===== src/hdl/mode_reg_defines.vh =====
// Constants of the mode register bank: addresses, field positions, defaults, timing.
// Assumes inclusion by bare name from the bank's design files.
`ifndef MODE_REG_DEFINES_VH
`define MODE_REG_DEFINES_VH

`define ADDR_DEVICE_INFO       8'h00
`define ADDR_FEATURE_ONE       8'h01
`define ADDR_FEATURE_TWO       8'h02
`define ADDR_IO_CONFIG_ONE     8'h03
`define ADDR_REFRESH_RATE      8'h04
`define ADDR_MAKER_IDENTITY    8'h05
`define ADDR_DIE_REV_ONE       8'h06
`define ADDR_DIE_REV_TWO       8'h07
`define ADDR_GEOMETRY_INFO     8'h08
`define ADDR_VENDOR_TEST       8'h09
`define ADDR_IMPEDANCE_CAL     8'h0A
`define ADDR_TERMINATION       8'h0B
`define ADDR_BANK_MASK         8'h10
`define ADDR_SEGMENT_MASK      8'h11
`define ADDR_DQ_PATTERN_A      8'h20
`define ADDR_DQ_PATTERN_B      8'h28
`define ADDR_CA_TRAIN_ONE      8'h29
`define ADDR_CA_TRAIN_EXIT     8'h2A
`define ADDR_CA_TRAIN_TWO      8'h30
`define ADDR_SOFT_RESET        8'h3F

`define PAT_CA_TRAIN_ONE       8'hA4
`define PAT_CA_TRAIN_EXIT      8'hA8
`define PAT_CA_TRAIN_TWO       8'hC0

`define INFO_AUTO_INIT_BIT     0
`define INFO_SELFTEST_LSB      3
`define INFO_SET_B_BIT         6
`define INFO_LOW_LAT_BIT       7
`define INFO_MASK              8'hD9

`define FEAT1_BURST_LSB        0
`define FEAT1_RECOVERY_LSB     5
`define FEAT1_MASK             8'hE7
`define FEAT1_DEFAULT          8'h03
`define BURST_EIGHT_CODE       3'h3

`define FEAT2_LATENCY_LSB      0
`define FEAT2_EXTEND_BIT       4
`define FEAT2_SET_SEL_BIT      6
`define FEAT2_LEVEL_BIT        7
`define FEAT2_MASK             8'hDF
`define FEAT2_DEFAULT          8'h18

`define IO_CONFIG_MASK         8'h0F
`define IO_CONFIG_DEFAULT      8'h02
`define TERM_MASK              8'h07
`define TERM_DEFAULT           8'h00
`define MASK_DEFAULT           8'h00

`define CAL_INIT_CODE          8'hFF
`define CAL_LONG_CODE          8'hAB
`define CAL_SHORT_CODE         8'h56
`define CAL_RESET_CODE         8'hC3

`define SELFTEST_VDD_FLOAT     2'h1
`define SELFTEST_GND_SHORT     2'h2
`define SELFTEST_PASS          2'h3

`define CLK_PERIOD_NS          20
`define TERM_DELAY_NS          12
`define TERM_DELAY_CYCLES      ((`TERM_DELAY_NS / `CLK_PERIOD_NS) < 1 ? 1 : (`TERM_DELAY_NS / `CLK_PERIOD_NS))
`define INIT_TIME_CYCLES       64
`define CAL_INIT_CYCLES        50

`endif


===== src/hdl/latency_decode.v =====
// Decodes feature fields into latency and recovery counts.
// Assumes the stored feature registers as inputs from the same clock.
`timescale 1ns/100ps
module latency_decode (
	input  wire [3:0] latency_code,
	input  wire       set_b,
	input  wire [2:0] recovery_code,
	input  wire       recovery_extend,
	output reg  [4:0] read_latency,
	output reg  [4:0] write_latency,
	output reg  [4:0] write_recovery_count,
	output reg        code_valid
);

	always @* begin
		code_valid    = 1'b1;
		read_latency  = 5'h0A;
		write_latency = 5'h06;
		case (latency_code)
		4'h1: begin read_latency = 5'h03; write_latency = 5'h01; end
		4'h4: begin read_latency = 5'h06; write_latency = 5'h03; end
		4'h6: begin read_latency = 5'h08; write_latency = 5'h04; end
		4'h7: begin read_latency = 5'h09; write_latency = 5'h05; end
		4'h8: begin read_latency = 5'h0A; write_latency = set_b ? 5'h08 : 5'h06; end
		4'h9: begin read_latency = 5'h0B; write_latency = set_b ? 5'h09 : 5'h06; end
		4'hA: begin read_latency = 5'h0C; write_latency = set_b ? 5'h09 : 5'h06; end
		4'hC: begin read_latency = 5'h0E; write_latency = set_b ? 5'h0B : 5'h08; end
		4'hE: begin read_latency = 5'h10; write_latency = set_b ? 5'h0D : 5'h08; end
		default: code_valid = 1'b0;
		endcase
	end

	always @* begin
		write_recovery_count = 5'h0A;
		if (!recovery_extend) begin
			case (recovery_code)
			3'h1: write_recovery_count = 5'h03;
			3'h4: write_recovery_count = 5'h06;
			3'h6: write_recovery_count = 5'h08;
			3'h7: write_recovery_count = 5'h09;
			default: write_recovery_count = 5'h09;
			endcase
		end else begin
			case (recovery_code)
			3'h0: write_recovery_count = 5'h0A;
			3'h1: write_recovery_count = 5'h0B;
			3'h2: write_recovery_count = 5'h0C;
			3'h4: write_recovery_count = 5'h0E;
			3'h6: write_recovery_count = 5'h10;
			default: write_recovery_count = 5'h0A;
			endcase
		end
	end

endmodule // latency_decode


===== src/hdl/mode_register_bank.v =====
// Mode register bank: accepts register writes and reads from the command decoder.
// Assumes one-cycle write and read strobes with address and operand on the core clock.
`timescale 1ns/100ps
`include "mode_reg_defines.vh"
module mode_register_bank #(
	parameter INIT_CYCLES     = `INIT_TIME_CYCLES,
	parameter CAL_CYCLES      = `CAL_INIT_CYCLES,
	parameter [7:0] MAKER_ID  = 8'h5A, // Arbitrary value.
	parameter [7:0] REV_ONE   = 8'h11, // Arbitrary value.
	parameter [7:0] REV_TWO   = 8'h4E, // Arbitrary value.
	parameter [7:0] GEOMETRY  = 8'h1B,
	parameter [7:0] PATTERN_A = 8'h55,
	parameter [7:0] PATTERN_B = 8'h3C,
	parameter       LOW_LAT   = 1'b1,
	parameter       SET_B_OK  = 1'b1
) (
	input  wire       core_clk,
	input  wire       rst,
	input  wire       reg_write,
	input  wire       reg_read,
	input  wire [7:0] register_address,
	input  wire [7:0] operand_bits,
	input  wire [1:0] selftest_result,
	input  wire [7:0] refresh_rate_status,
	input  wire       low_power,
	input  wire [1:0] burst_start_column,
	input  wire [2:0] burst_beat,
	output reg  [7:0] read_data,
	output reg        read_valid,
	output reg        read_defined,
	output reg        strobe_toggle,
	output wire [2:0] burst_length,
	output wire [4:0] read_latency,
	output wire [4:0] write_latency,
	output wire [4:0] write_recovery_count,
	output wire       latency_code_valid,
	output wire       write_leveling,
	output reg  [1:0] ca_training_mode,
	output wire       factory_trim,
	output reg        cal_start,
	output reg  [7:0] cal_code,
	output wire [3:0] drive_strength,
	output wire [1:0] termination_resistance,
	output wire       termination_on,
	output wire [7:0] refresh_bank_mask,
	output wire [7:0] refresh_segment_mask,
	output wire [7:0] vendor_test,
	output wire [2:0] burst_address
);

	////////////////////////////////////////////////////////////////////////////////
	// Stored state.

	reg  [7:0] feature_one;
	reg  [7:0] feature_two;
	reg  [7:0] io_config_one;
	reg  [7:0] termination_feature;
	reg  [7:0] bank_mask;
	reg  [7:0] segment_mask;
	reg  [7:0] vendor_test_mode;
	reg        auto_init_status;
	reg  [1:0] cal_pin_selftest;
	reg  [7:0] init_count;
	reg  [7:0] cal_count;
	reg        cal_busy;
	reg  [7:0] next_read;
	reg        next_defined;
	wire       soft_reset;

	localparam [1:0] TRAIN_NONE = 2'h0;
	localparam [1:0] TRAIN_ONE  = 2'h1;
	localparam [1:0] TRAIN_TWO  = 2'h2;

	function is_readable;
		input [7:0] addr;
		begin
			case (addr)
			`ADDR_DEVICE_INFO, `ADDR_REFRESH_RATE, `ADDR_MAKER_IDENTITY,
			`ADDR_DIE_REV_ONE, `ADDR_DIE_REV_TWO, `ADDR_GEOMETRY_INFO,
			`ADDR_DQ_PATTERN_A, `ADDR_DQ_PATTERN_B: is_readable = 1'b1;
			default: is_readable = 1'b0;
			endcase
		end
	endfunction

	assign soft_reset = reg_write && register_address == `ADDR_SOFT_RESET;

	////////////////////////////////////////////////////////////////////////////////
	// Write path for configuration registers.

	always @(posedge core_clk) begin
		if (rst || soft_reset) begin
			feature_one         <= `FEAT1_DEFAULT;
			feature_two         <= `FEAT2_DEFAULT;
			io_config_one       <= `IO_CONFIG_DEFAULT;
			termination_feature <= `TERM_DEFAULT;
			bank_mask           <= `MASK_DEFAULT;
			segment_mask        <= `MASK_DEFAULT;
			vendor_test_mode    <= 8'h00;
		end else if (reg_write) begin
			case (register_address)
			`ADDR_FEATURE_ONE: feature_one <= operand_bits & `FEAT1_MASK;
			`ADDR_FEATURE_TWO: feature_two <= operand_bits & `FEAT2_MASK;
			`ADDR_IO_CONFIG_ONE: io_config_one <= operand_bits & `IO_CONFIG_MASK;
			`ADDR_TERMINATION: termination_feature <= operand_bits & `TERM_MASK;
			`ADDR_BANK_MASK: bank_mask <= operand_bits;
			`ADDR_SEGMENT_MASK: segment_mask <= operand_bits;
			`ADDR_VENDOR_TEST: vendor_test_mode <= operand_bits;
			default: ;
			endcase
		end
	end

	////////////////////////////////////////////////////////////////////////////////
	// Command-address training mode.

	always @(posedge core_clk) begin
		if (rst || soft_reset) begin
			ca_training_mode <= TRAIN_NONE;
		end else if (reg_write) begin
			if (register_address == `ADDR_CA_TRAIN_ONE && operand_bits == `PAT_CA_TRAIN_ONE)
				ca_training_mode <= TRAIN_ONE;
			else if (register_address == `ADDR_CA_TRAIN_TWO && operand_bits == `PAT_CA_TRAIN_TWO)
				ca_training_mode <= TRAIN_TWO;
			else if (register_address == `ADDR_CA_TRAIN_EXIT && operand_bits == `PAT_CA_TRAIN_EXIT)
				ca_training_mode <= TRAIN_NONE;
		end
	end

	////////////////////////////////////////////////////////////////////////////////
	// Auto-initialization and calibration pin self-test.

	always @(posedge core_clk) begin
		if (rst || soft_reset) begin
			auto_init_status <= 1'b1;
			init_count       <= 8'h00;
		end else if (auto_init_status) begin
			if (init_count >= INIT_CYCLES - 1)
				auto_init_status <= 1'b0;
			else
				init_count <= init_count + 8'h01;
		end
	end

	assign factory_trim = cal_pin_selftest == `SELFTEST_VDD_FLOAT ||
	                      cal_pin_selftest == `SELFTEST_GND_SHORT;

	always @(posedge core_clk) begin
		if (rst) begin
			cal_pin_selftest <= 2'h0;
			cal_busy         <= 1'b0;
			cal_count        <= 8'h00;
			cal_start        <= 1'b0;
			cal_code         <= 8'h00;
		end else begin
			cal_start <= 1'b0;
			if (reg_write && register_address == `ADDR_IMPEDANCE_CAL && !factory_trim) begin
				case (operand_bits)
				`CAL_INIT_CODE, `CAL_LONG_CODE, `CAL_SHORT_CODE, `CAL_RESET_CODE: begin
					cal_start <= 1'b1;
					cal_code  <= operand_bits;
				end
				default: ;
				endcase
			end
			if (reg_write && register_address == `ADDR_IMPEDANCE_CAL &&
			    operand_bits == `CAL_INIT_CODE && !cal_busy) begin
				cal_busy  <= 1'b1;
				cal_count <= 8'h00;
			end else if (cal_busy) begin
				if (cal_count >= CAL_CYCLES - 1) begin
					cal_busy         <= 1'b0;
					cal_pin_selftest <= selftest_result;
				end else begin
					cal_count <= cal_count + 8'h01;
				end
			end
		end
	end

	////////////////////////////////////////////////////////////////////////////////
	// Read path.

	always @* begin
		next_read    = 8'h00;
		next_defined = is_readable(register_address);
		case (register_address)
		`ADDR_DEVICE_INFO: begin
			next_read[`INFO_AUTO_INIT_BIT] = auto_init_status;
			next_read[`INFO_SELFTEST_LSB+1:`INFO_SELFTEST_LSB] = cal_pin_selftest;
			next_read[`INFO_SET_B_BIT] = SET_B_OK;
			next_read[`INFO_LOW_LAT_BIT] = LOW_LAT;
			next_read = next_read & `INFO_MASK;
		end
		`ADDR_REFRESH_RATE:   next_read = refresh_rate_status & 8'h87;
		`ADDR_MAKER_IDENTITY: next_read = MAKER_ID;
		`ADDR_DIE_REV_ONE:    next_read = REV_ONE;
		`ADDR_DIE_REV_TWO:    next_read = REV_TWO;
		`ADDR_GEOMETRY_INFO:  next_read = GEOMETRY;
		`ADDR_DQ_PATTERN_A:   next_read = PATTERN_A;
		`ADDR_DQ_PATTERN_B:   next_read = PATTERN_B;
		default:              next_read = 8'h00;
		endcase
	end

	always @(posedge core_clk) begin
		if (rst) begin
			read_data     <= 8'h00;
			read_valid    <= 1'b0;
			read_defined  <= 1'b0;
			strobe_toggle <= 1'b0;
		end else begin
			read_valid    <= reg_read;
			strobe_toggle <= reg_read;
			if (reg_read) begin
				read_data    <= next_read;
				read_defined <= next_defined;
			end
		end
	end

	////////////////////////////////////////////////////////////////////////////////
	// Field outputs.

	assign burst_length   = feature_one[`FEAT1_BURST_LSB+2:`FEAT1_BURST_LSB];
	assign write_leveling = feature_two[`FEAT2_LEVEL_BIT];
	assign drive_strength = io_config_one[3:0];
	assign termination_resistance = termination_feature[1:0];
	assign refresh_bank_mask    = bank_mask;
	assign refresh_segment_mask = segment_mask;
	assign vendor_test          = vendor_test_mode;
	assign burst_address = {burst_start_column, 1'b0} + burst_beat;

	latency_decode u_latency (
		.latency_code         (feature_two[`FEAT2_LATENCY_LSB+3:`FEAT2_LATENCY_LSB]),
		.set_b                (feature_two[`FEAT2_SET_SEL_BIT]),
		.recovery_code        (feature_one[`FEAT1_RECOVERY_LSB+2:`FEAT1_RECOVERY_LSB]),
		.recovery_extend      (feature_two[`FEAT2_EXTEND_BIT]),
		.read_latency         (read_latency),
		.write_latency        (write_latency),
		.write_recovery_count (write_recovery_count),
		.code_valid           (latency_code_valid)
	);

	termination_ctrl u_termination (
		.core_clk           (core_clk),
		.rst                (rst),
		.term_wanted        (termination_feature[1:0] != 2'h0),
		.low_power          (low_power),
		.keep_in_power_down (termination_feature[2]),
		.termination_on     (termination_on)
	);

endmodule // mode_register_bank


===== src/hdl/termination_ctrl.v =====
// Termination enable control around power-down and self-refresh states.
// Assumes low-power state levels from logic on the same clock.
`timescale 1ns/100ps
`include "mode_reg_defines.vh"
module termination_ctrl #(
	parameter DELAY_CYCLES = `TERM_DELAY_CYCLES
) (
	input  wire core_clk,
	input  wire rst,
	input  wire term_wanted,
	input  wire low_power,
	input  wire keep_in_power_down,
	output reg  termination_on
);

	reg [3:0] wait_count;
	wire      target;

	assign target = term_wanted & (~low_power | keep_in_power_down);

	// The enable follows the target after the fixed delay of one 20 ns clock cycle, longer than 12 ns.
	always @(posedge core_clk) begin
		if (rst) begin
			termination_on <= 1'b0;
			wait_count     <= 4'h0;
		end else if (target == termination_on) begin
			wait_count <= 4'h0;
		end else if (wait_count >= DELAY_CYCLES - 1) begin
			termination_on <= target;
			wait_count     <= 4'h0;
		end else begin
			wait_count <= wait_count + 4'h1;
		end
	end

endmodule // termination_ctrl


===== config.mk =====
export PLATFORM = sky130hd
export DESIGN_NAME = mode_register_bank
export DESIGN_NICKNAME = d
export VERILOG_FILES = /design/src/hdl/latency_decode.v /design/src/hdl/mode_register_bank.v /design/src/hdl/termination_ctrl.v
export VERILOG_INCLUDE_DIRS = /design/src /design/src/hdl
export SDC_FILE = /design/constraint.sdc
export NUM_CORES = 1
export LEC_CHECK = 0
export ABC_AREA = 0
export BUFFER_PORTS_ARGS = -buffer_cell sky130_fd_sc_hd__clkbuf_2
export CAP_MARGIN = 20
export CORE_MARGIN = 2
export CORE_UTILIZATION = 57
export CTS_BUF_LIST = sky130_fd_sc_hd__clkbuf_16
export CTS_CLUSTER_DIAMETER = 100
export DETAILED_ROUTE_END_ITERATION = 7
export PLACE_DENSITY = 0.87
export SYNTH_ARGS = -nofsm -noshare
export SYNTH_HDL_FRONTEND = slang
export SYNTH_SLANG_ARGS = --single-unit

===== constraint.sdc =====
create_clock -name core_clk -period 5.2 [get_ports core_clk]
set_input_delay 1.04 -clock core_clk [delete_from_list [all_inputs] [get_ports core_clk]]
set_output_delay 1.04 -clock core_clk [all_outputs]
set_load 0.005 [all_outputs]

---- Word-level counts from Yosys, hierarchy flattened ----
Index checks and enable logic that the tools add are counted.
cells by class
  add/subtract/negate cells ............... 3
  order comparisons ....................... 2
  equal/unequal tests ..................... 42
  multiplexer cells ....................... 21
  bitwise gates (word level) .............. 7
  reductions and logical operators ........ 33
operator list
  kind                 number
  $pmux 5 s8           2
  $pmux 8 s8           1
  $eq 8x6->1 const B   6
  $eq 8x8->1 const B   6
  $eq 8x3->1 const B   4
  $eq 8x4->1 const B   4
  $reduce_and 2->1     11
  $eq 4x4->1 const B   5
  $pmux 5 s4           1
  $add 8x1->8 const B  2
  $eq 8x2->1 const B   2
  $eq 8x5->1 const B   2
  $ge 8x6->1 const B   2
  $eq 4x3->1 const B   3
  $pmux 4 s3           1
  $reduce_or 9->1      1
  $eq 8x1->1 const B   1
  $eq 8x7->1 const B   1
  $logic_and 1x1->1    8
  $logic_not 8->1      1
  $mux 1               8
  $mux 2               4
  $mux 4               2
  $reduce_or 8->1      1
  other kinds (20)     29
storage, ports and cells
  flip-flop bits (word level) ............. 86
  output and inout port bits .............. 77

---- Depth between registers and ports, before layout ----
Gate-level depths: netlist of run 1.
  depth after elaboration ................. 6
  gate-level depth with buffers ........... 7
  gate-level depth less buffers ........... 6

---- Cells and area by module ----
A second synthesis of run 1 with hierarchy kept.
second synthesis, totals
  cells, all modules ...................... 464
  area total of the unflattened synthesis .. 4229.1 um2
by module, submodules not included
  module              times used  cells each  area an instance (um2)  sequential area each (um2)
  mode_register_bank  1           406         3851.2                  1701.6
  latency_decode      1           55          331.6                   0.0
  termination_ctrl    1           3           46.3                    20.0

---- Worst setup path after synthesis of run 1 ----
No wires, ideal clock.
  path kind ............................... input-to-reg
  start ................................... in register_address[5]
  end ..................................... reg feature_one[0]
  library setup time ...................... 0.143 ns
  arrival time ............................ 2.634 ns
  setup slack ............................. 2.423 ns
  stages on the path ...................... 7
  path buffers ............................ 3
  cells stage by stage .................... buf_6 > or4_4 > buf_6 > or4_4 > buf_6 > mux2i_1 > nand2_1
on the way
  longest elaborated chain between the ends .. 3
  elaborated cells on any way between the ends .. 5
  classes of those cells .................. 2 x eq/ne; 3 x reduce/logical
ends and longest elaborated chain
  what                         RTL line                  text
  start: declaration           mode_register_bank.v:21   input wire [7:0] register_address,
  $eq 8x6->1 (no line)         n/a
  $logic_and 1x1->1 (no line)  n/a
  $logic_or 1x1->1             mode_register_bank.v:92   if (rst || soft_reset) begin
  end signal: assignment       mode_register_bank.v:93   feature_one <= `FEAT1_DEFAULT;
  end signal: assignment       mode_register_bank.v:102  `ADDR_FEATURE_ONE: feature_one <= operand_bits & `FEAT1_MASK;
  end: declaration             mode_register_bank.v:54   reg [7:0] feature_one;
Parallel ways exist; a longest one is shown, timed or not.
A chain may end at the register's enable or synchronous reset.

---- Worst setup path after layout of run 1 ----
  start ................................... in register_address[5]
  end ..................................... reg cal_code[4]
on the way
  longest elaborated chain between the ends .. 4
ends and longest elaborated chain
  what                         RTL line                  text
  $eq 8x4->1 (no line)         n/a
  $logic_and 1x1->1 (no line)  n/a
  $logic_and 1x1->1            mode_register_bank.v:157  if (reg_write && register_address == `ADDR_IMPEDANCE_CAL && !factory_trim) begin
  $reduce_and 2->1 (no line)   n/a
  end signal: assignment       mode_register_bank.v:161  cal_code <= operand_bits;
  end: declaration             mode_register_bank.v:41   output reg [7:0] cal_code,
No other way between the ends.

==> impl_metrics.env, run 1 <==
export IMPL_drive_gt1_share_pct=23.62
export IMPL_crit_path_end="cal_code[4]"
export IMPL_tightest_slew_ns=1.043
export IMPL_seq_area_frac_synth_pct=39.97
export IMPL_synthAdderAreaFrac_pct=1.452
export IMPL_pin_count=113
export IMPL_synth_area_sq_mm=0.004308
export IMPL_dp_slack_ns=1.773
export IMPL_initial_core_util_pct=59.08
export IMPL_critPathCaptureType="flop"
export IMPL_synth_xor_area_share_pct=2.643
export IMPL_layout_setup_ws_ns=2.112
export IMPL_crit_cells=5
export IMPL_via_count=4015
export IMPL_final_nets=616
export IMPL_reg2reg_depth=6
export IMPL_viasPerCell=5.913
export IMPL_die_h_um=90.94
export IMPL_cts_setup_buffers=0
export IMPL_coreArea_sq_mm=0.007292
export IMPL_synth_area_per_cell_sq_um=8.633
export IMPL_clockBufferDepth=2
export IMPL_areaGrowthSynthToFinish_pct=17.98
export IMPL_netlist_area_leader_share_pct=39.97
export IMPL_antenna_found_initial=0
export IMPL_wl_met1_um=4415
export IMPL_first_global_vias=3759
export IMPL_yosysUniqueCellTypes=68
export IMPL_worstPathCellList="clkbuf_2 > or4_4 > nor4_2 > mux2_2 > nand3_1"
export IMPL_grt_use_total_pct=25.78
export IMPL_power_mw=1.429
export IMPL_antennaDiodeCount=0
export IMPL_wl_met3_um=808
export IMPL_fin_skew_ns=0.006435
export IMPL_crit_fanout=16
export IMPL_synth_area_leaders="dfxtp_1 40%, mux2i_1 10%, nor2_1 6.5%, a21oi_1 2.8%, nand2_1 2.7%"
export IMPL_syn_nets=540
export IMPL_drt_iter0_drc=237
export IMPL_synth_warnings=0
export IMPL_r2r_slack_ns=2.97
export IMPL_p_per_area_mw_per_mm2=281.2
export IMPL_muxShareOfSynthArea_pct=11.01
export IMPL_wl_per_cell_um=15.62
export IMPL_grt_overflow=0
export IMPL_firstDrtPassIters=5
export IMPL_status="complete, no violations"
export IMPL_critical_path_arrival_ns=3.36
export IMPL_grt_max_degree=36
export IMPL_clkTransAtPathRegs_ns=0.07
export IMPL_synth_simple_area_share_pct=24.69
export IMPL_worstSetupPathType="in -> reg"
export IMPL_start_kind="input pin"
export IMPL_reg2reg_from="cal_count[1]"
export IMPL_rsz0062_at_grt="no"
export IMPL_wl_met2_um=5197
export IMPL_drv_slew=0
export IMPL_gp_congestion=0.8632
export IMPL_drc=0
export IMPL_synth_edff_count=0
export IMPL_postRouteAntennaNets=0
export IMPL_ys_flop_type="dfxtp_1"
export IMPL_numCtsBuffers=9
export IMPL_finalSetupViolations=0
export IMPL_fmax_mhz=323.8
export IMPL_period_needed_ns=3.088
export IMPL_cp_slowest_cell="nor4_2"
export IMPL_hold_path_class="reg -> reg"
export IMPL_clk_latency_ns=0.34
export IMPL_worstReg2RegEnd="cal_count[4]"
export IMPL_ir_worst_vdd_mv=0.2652
export IMPL_cpPeakStageDelay_ns=0.92
export IMPL_cp_startpoint="register_address[5]"
export IMPL_yosys_area_top_type="dfxtp_1"
export IMPL_postCtsResizedCells=0
export IMPL_clock_sinks=86
export IMPL_syn_inst=499
export IMPL_max_slew_margin_pct=29.88
export IMPL_clockRootBuffer="clkbuf_16"
export IMPL_maxCapViolCount=0
export IMPL_synth_compound_area_share_pct=13.68
export IMPL_routed_top_layer="met4"
export IMPL_synth_top_family_by_area="simple AND/OR/NAND/NOR gates"
export IMPL_htreeDepth=3
export IMPL_cp_num_buf_inv=1
export IMPL_die_width_um=90.94
export IMPL_period_share_pct=59.38
export IMPL_dp_hpwl_um=7422
export IMPL_ctsHoldBuffers=0
export IMPL_hold_viol=0
export IMPL_cts_tree="done"
export IMPL_portBuffers=105
export IMPL_required_ns=5.47
export IMPL_crit_family="simple AND/OR/NAND/NOR gates"
export IMPL_grt_pass1_wl_um=17500
export IMPL_leakage_nw=2.162
export IMPL_setup_tns_final_ns=0
export IMPL_ys_ff_latch=86
export IMPL_drt_total_wl_um=10610
export IMPL_num_rows=31
export IMPL_dieArea_sq_mm=0.008269
export IMPL_synthArstFlopShare_pct=0
==> cells by family (layout without fill, tap and decap cells) <==
group / count (synthesis) / after routing
xor+xnor: 13 / 13
mux: 47 / 47
buf+inv: 61 / 142
other cells: 1 / 1
flops: 86 / 86
compound gates: 87 / 87
fa+ha+maj: 5 / 5
simple gates: 199 / 199
==> routing by layer <==
| metal | global-route usage, % | up-vias |
|---|---|---|
| met5 | 0 | - |
| met4 | 8.586 | 0 |
| met3 | 7.552 | 25 |
| met2 | 42.47 | 168 |
| met1 | 32.36 | 1908 |
| li1 | - | 1914 |
==> area by class of cell <==
class | instances | area, sq um
clock buffer | 9 | 225.2
clock inverter | 7 | 86.33
fill | 578 | 2210
inverter | 19 | 71.32
multi-input combinational | 352 | 2313
sequential | 86 | 1722
tap | 99 | 123.9
timing repair buffer | 107 | 540.5
==> flip-flops by register name, summed over array words and instances (netlist names), 2 cells and up <==
| signal | cells |
|---|---|
| io_config_one | 4 |
| cal_pin_selftest | 2 |
| refresh_segment_mask | 8 |
| cal_code | 8 |
| refresh_bank_mask | 8 |
| init_count | 8 |
| termination_feature | 3 |
| feature_one | 6 |
| cal_count | 8 |
| read_data | 8 |
| feature_two | 7 |
| vendor_test | 8 |
| ca_training_mode | 2 |
==> per-stage QoR <==
| stage | hold WS, ns | cells | util [%] | cell area (sq um) |
|---|---|---|---|---|
| floorplan | 0.4083 | 499 | - | 4308 |
| detailed placement | 0.4174 | 663 | 65.43 | 4771 |
| CTS | 0.4278 | 679 | 69.70 | 5082 |
| global route | 0.4672 | 679 | 69.70 | 5082 |
| global placement | 0.4151 | 663 | 65.43 | 4771 |
| finish | 0.4263 | 679 | 69.70 | 5082 |
==> how the worst min path moves through the flow <==
stage,start,slack (ns),cells after the start,end
3_3_place_gp,cal_count[7],0.42,2,cal_count[7]
5_1_grt,cal_count[6],0.47,2,cal_count[6]
6_report,cal_count[6],0.43,2,cal_count[6]
4_1_cts,cal_count[6],0.43,2,cal_count[6]
3_5_place_dp,cal_count[6],0.42,2,cal_count[6]
2_1_floorplan,cal_count[6],0.41,2,cal_count[6]
==> cells in the mapped netlist, types with 4 or more instances <==
cell type,count
clkbuf_1,26
buf_4,6
nand2_1,31
a21oi_1,24
o2111ai_1,5
nor2_1,75
nor3b_1,5
nor2b_1,8
nor3_1,7
nand2b_1,6
xor2_1,9
dfxtp_1,86
o21ai_0,17
ha_1,5
o211ai_1,9
xnor2_1,4
mux2i_1,44
nand3b_1,7
nand4_1,10
buf_2,4
nand3_1,13
nor4bb_1,4
and2_1,6
nor4b_1,4
inv_1,19
==> layout by cell type, fill, tap and decap left out, drive strengths merged, types with 10 or more instances in the layout <==
cell,Yosys,routed
nand4,10,10
nand3,13,13
dfxtp,86,86
clkbuf,26,114
inv,19,24
mux2i,44,44
nand2,31,31
o21ai,18,18
nor2,75,75
a21oi,24,24
==> report_power, final <==
| group | internal [mW] | switching, mW |
|---|---|---|
| logic | 0.0322 | 0.0618 |
| registers | 0.664 | 0.00363 |
| clock network | 0.384 | 0.283 |
==> worst min-delay path, cell delays in order (launching register included) <==
cell,delay (ns)
dfxtp_1,0.31
inv_1,0.04
nor2_1,0.03
Power figures use the tool's default switching activity.
==> run 2, diff against run 1 <==
--- a/config.mk
+++ b/config.mk
@@ -6,15 +6,15 @@
 export SDC_FILE = /design/constraint.sdc
 export NUM_CORES = 1
 export LEC_CHECK = 0
-export ABC_AREA = 0
+export ABC_AREA = 1
 export BUFFER_PORTS_ARGS = -buffer_cell sky130_fd_sc_hd__clkbuf_2
 export CAP_MARGIN = 20
 export CORE_MARGIN = 2
-export CORE_UTILIZATION = 57
+export CORE_UTILIZATION = 47
 export CTS_BUF_LIST = sky130_fd_sc_hd__clkbuf_16
 export CTS_CLUSTER_DIAMETER = 100
 export DETAILED_ROUTE_END_ITERATION = 7
-export PLACE_DENSITY = 0.87
+export PLACE_DENSITY = 0.78
 export SYNTH_ARGS = -nofsm -noshare
 export SYNTH_HDL_FRONTEND = slang
 export SYNTH_SLANG_ARGS = --single-unit
==> constraint.sdc (replaced) <==
create_clock -name core_clk -period 2.7 [get_ports core_clk]
set_input_delay 0.54 -clock core_clk [delete_from_list [all_inputs] [get_ports core_clk]]
set_output_delay 0.54 -clock core_clk [all_outputs]
set_load 0.005 [all_outputs]
==> run 2 against run 1 <==
Net effect: power is 92% higher; global-route usage fell by 3.8 points; die area up 16%; final cell count grew 22%; highest routed layer unchanged; largest power group is now clock; clock skew shrank 0.0033 ns; sequential power grew 92%.
==> impl_metrics.env, run 2 <==
export IMPL_postRouteAntennaNets=0
export IMPL_synth_edff_count=0
export IMPL_hold_path_class="in -> reg"
export IMPL_antennaDiodeCount=0
export IMPL_setup_tns_final_ns=0
export IMPL_seqPwrFrac_pct=46.6
export IMPL_final_common_cell="nand2_1"
export IMPL_initial_core_util_pct=47.93
export IMPL_wl_per_cell_um=12.54
export IMPL_coreArea_sq_mm=0.008636
export IMPL_clockRootBuffer="clkbuf_16"
export IMPL_critPathCaptureType="output pin"
export IMPL_postCtsResizedCells=0
export IMPL_first_global_vias=3959
export IMPL_gp_congestion=0.8804
export IMPL_cp_startpoint="feature_two[1]"
export IMPL_drt_total_wl_um=10360
export IMPL_rsz0062_at_grt="no"
export IMPL_hold_viol=0
export IMPL_status="complete, no violations"
export IMPL_clk_latency_ns=0.33
export IMPL_die_width_um=97.84
export IMPL_whs_ns=0.3862
export IMPL_swShare_pct=22.38
export IMPL_ir_worst_vdd_mv=0.3629
export IMPL_fmax_mhz=415.3
export IMPL_htreeDepth=3
export IMPL_fin_skew_ns=0.003124
export IMPL_die_h_um=97.84
export IMPL_pin_count=113
export IMPL_grt_overflow=0
export IMPL_required_ns=2.16
export IMPL_dp_slack_ns=0.6502
export IMPL_p_per_area_mw_per_mm2=553.2
export IMPL_dp_cells=810
export IMPL_reg2reg_from="cal_count[1]"
export IMPL_drt_iter0_drc=210
export IMPL_seq_area_frac_synth_pct=41.60
export IMPL_clockBufferDepth=2
export IMPL_yosysUniqueCellTypes=31
export IMPL_synth_top_cells_by_count="186 x nand2_1, 104 x nor2_1, 86 x dfxtp_1, 63 x inv_1, 55 x a21oi_1"
export IMPL_syn_inst=619
export IMPL_internal_power_mw=2.134
export IMPL_min_from="low_power"
export IMPL_clock_sinks=86
export IMPL_drc=0
export IMPL_cts_tree="done"
export IMPL_grt_pass1_wl_um=17440
export IMPL_grt_use_total_pct=22.02
export IMPL_layout_common_cells="186 x nand2_1, 105 x clkbuf_2, 104 x nor2_1"
export IMPL_ctsHoldBuffers=0
export IMPL_fin_cells=826
export IMPL_synthArstFlopShare_pct=0
export IMPL_power_mw=2.749
export IMPL_r2r_slack_ns=0.93
export IMPL_drive_gt1_share_pct=19.50
export IMPL_leakage_nw=2.380
export IMPL_period_share_pct=89.18
export IMPL_start_kind="flop"
export IMPL_dieArea_sq_mm=0.009573
export IMPL_finalSetupViolations=0
export IMPL_cts_setup_buffers=0
export IMPL_layout_setup_ws_ns=0.2921
export IMPL_grt_max_degree=35
export IMPL_synth_area_per_cell_sq_um=6.687
export IMPL_portBuffers=105
export IMPL_power_share_clock_pct=48.1
export IMPL_viasPerCell=5.022
export IMPL_worstSetupPathType="reg -> out"
export IMPL_maxCapViolCount=0
export IMPL_critical_path_arrival_ns=1.87
export IMPL_drv_slew=0
export IMPL_numCtsBuffers=9
export IMPL_clkTransAtPathRegs_ns=0.06
export IMPL_num_rows=34
export IMPL_firstDrtPassIters=5
export IMPL_via_count=4148
export IMPL_ys_ff_latch=86
export IMPL_dp_hpwl_um=7736
export IMPL_netlist_area_leader_share_pct=41.60
export IMPL_switching_power_uw=615.2
export IMPL_crit_fanout=6
export IMPL_yosys_area_top_type="dfxtp_1"
export IMPL_p_comb_share_pct=5.3
export IMPL_antenna_found_initial=0
export IMPL_areaGrowthSynthToFinish_pct=20.07
export IMPL_synth_most_common_cell="nand2_1"
export IMPL_final_nets=754
export IMPL_period_needed_ns=2.408
export IMPL_ys_flop_type="dfxtp_1"
export IMPL_synth_area_sq_mm=0.004139
export IMPL_tightest_slew_ns=0.5421
export IMPL_synth_warnings=0
export IMPL_synth_area_leaders="dfxtp_1 42%, nand2_1 17%, nor2_1 9.4%, a21oi_1 6.7%, inv_1 5.7%"
export IMPL_syn_nets=660
export IMPL_max_slew_margin_pct=63.73
[run 2: cell count changes in the layout (fill, tap and decap cells not counted), moves of 11 or more]
cell	previous run	this run
a21oi_1	24	55
mux2i_1	44	0
nor2_1	75	104
nor3_1	7	18
inv_1	19	63
nand2_1	31	186
[run 2: kinds of logic (layout without fill, tap and decap cells)]
kind of cell | after synthesis | in the layout | synth area share, %
compound gates | 71 | 71 | 9.190
xor+xnor | 8 | 8 | 1.693
fa+ha+maj | 5 | 5 | 1.511
buf+inv | 92 | 191 | 10.22
flops | 86 | 86 | 41.60
other cells | 1 | 1 | 0.09060
simple gates | 356 | 356 | 35.70
[run 2: critical path, cell delays in order, from the launching register on]
cell and delay, ns:
dfxtp_1 0.41, inv_1 0.10, nand2_1 0.08, inv_1 0.04
nand2_1 0.08, nand2_1 0.07, nand2_1 0.08, nand2_1 0.06
nor2_1 0.14, inv_1 0.08, or2_2 0.27, clkbuf_2 0.11
[run 2: layout make-up]
type | instances | area, sq um
tap | 108 | 135.1
clock inverter | 7 | 97.59
inverter | 68 | 255.2
timing repair buffer | 107 | 540.5
fill | 808 | 3666
clock buffer | 9 | 225.2
multi-input combinational | 441 | 1994
sequential | 86 | 1722
[run 2: worst paths after layout]
| kind | end | cells after the start |
|---|---|---|
| max | latency_code_valid | 11 |
| min | u_termination.termination_on | 2 |
| max reg2reg | cal_count[0] | 8 |
| min reg2reg | cal_count[6] | 2 |
[run 2: power by group through the flow]
stage | Clock (mW) | Combinational, mW | Sequential (mW)
floorplan | 0 | 0.0944 | 1.31
global placement | 0 | 0.139 | 1.31
detailed placement | 0 | 0.144 | 1.31
CTS | 1.34 | 0.145 | 1.28
global route | 1.39 | 0.162 | 1.28
finish | 1.32 | 0.145 | 1.28
[run 2: per-stage QoR]
stage / area [sq um] / utilization (%)
6_report: 4970 / 57.55
5_1_grt: 4970 / 57.55
4_1_cts: 4970 / 57.55
3_5_place_dp: 4647 / 53.81
3_3_place_gp: 4647 / 53.81
2_1_floorplan: 4139 / -
[run 2: layer usage]
| layer | vias up | routed length [um] | track usage [%] |
|---|---|---|---|
| met5 | - | 0 | 0 |
| met4 | 0 | 220 | 8.654 |
| met3 | 16 | 661 | 6.228 |
| met2 | 113 | 5109 | 37.78 |
| met1 | 1895 | 4368 | 26.02 |
| li1 | 2124 | - | - |
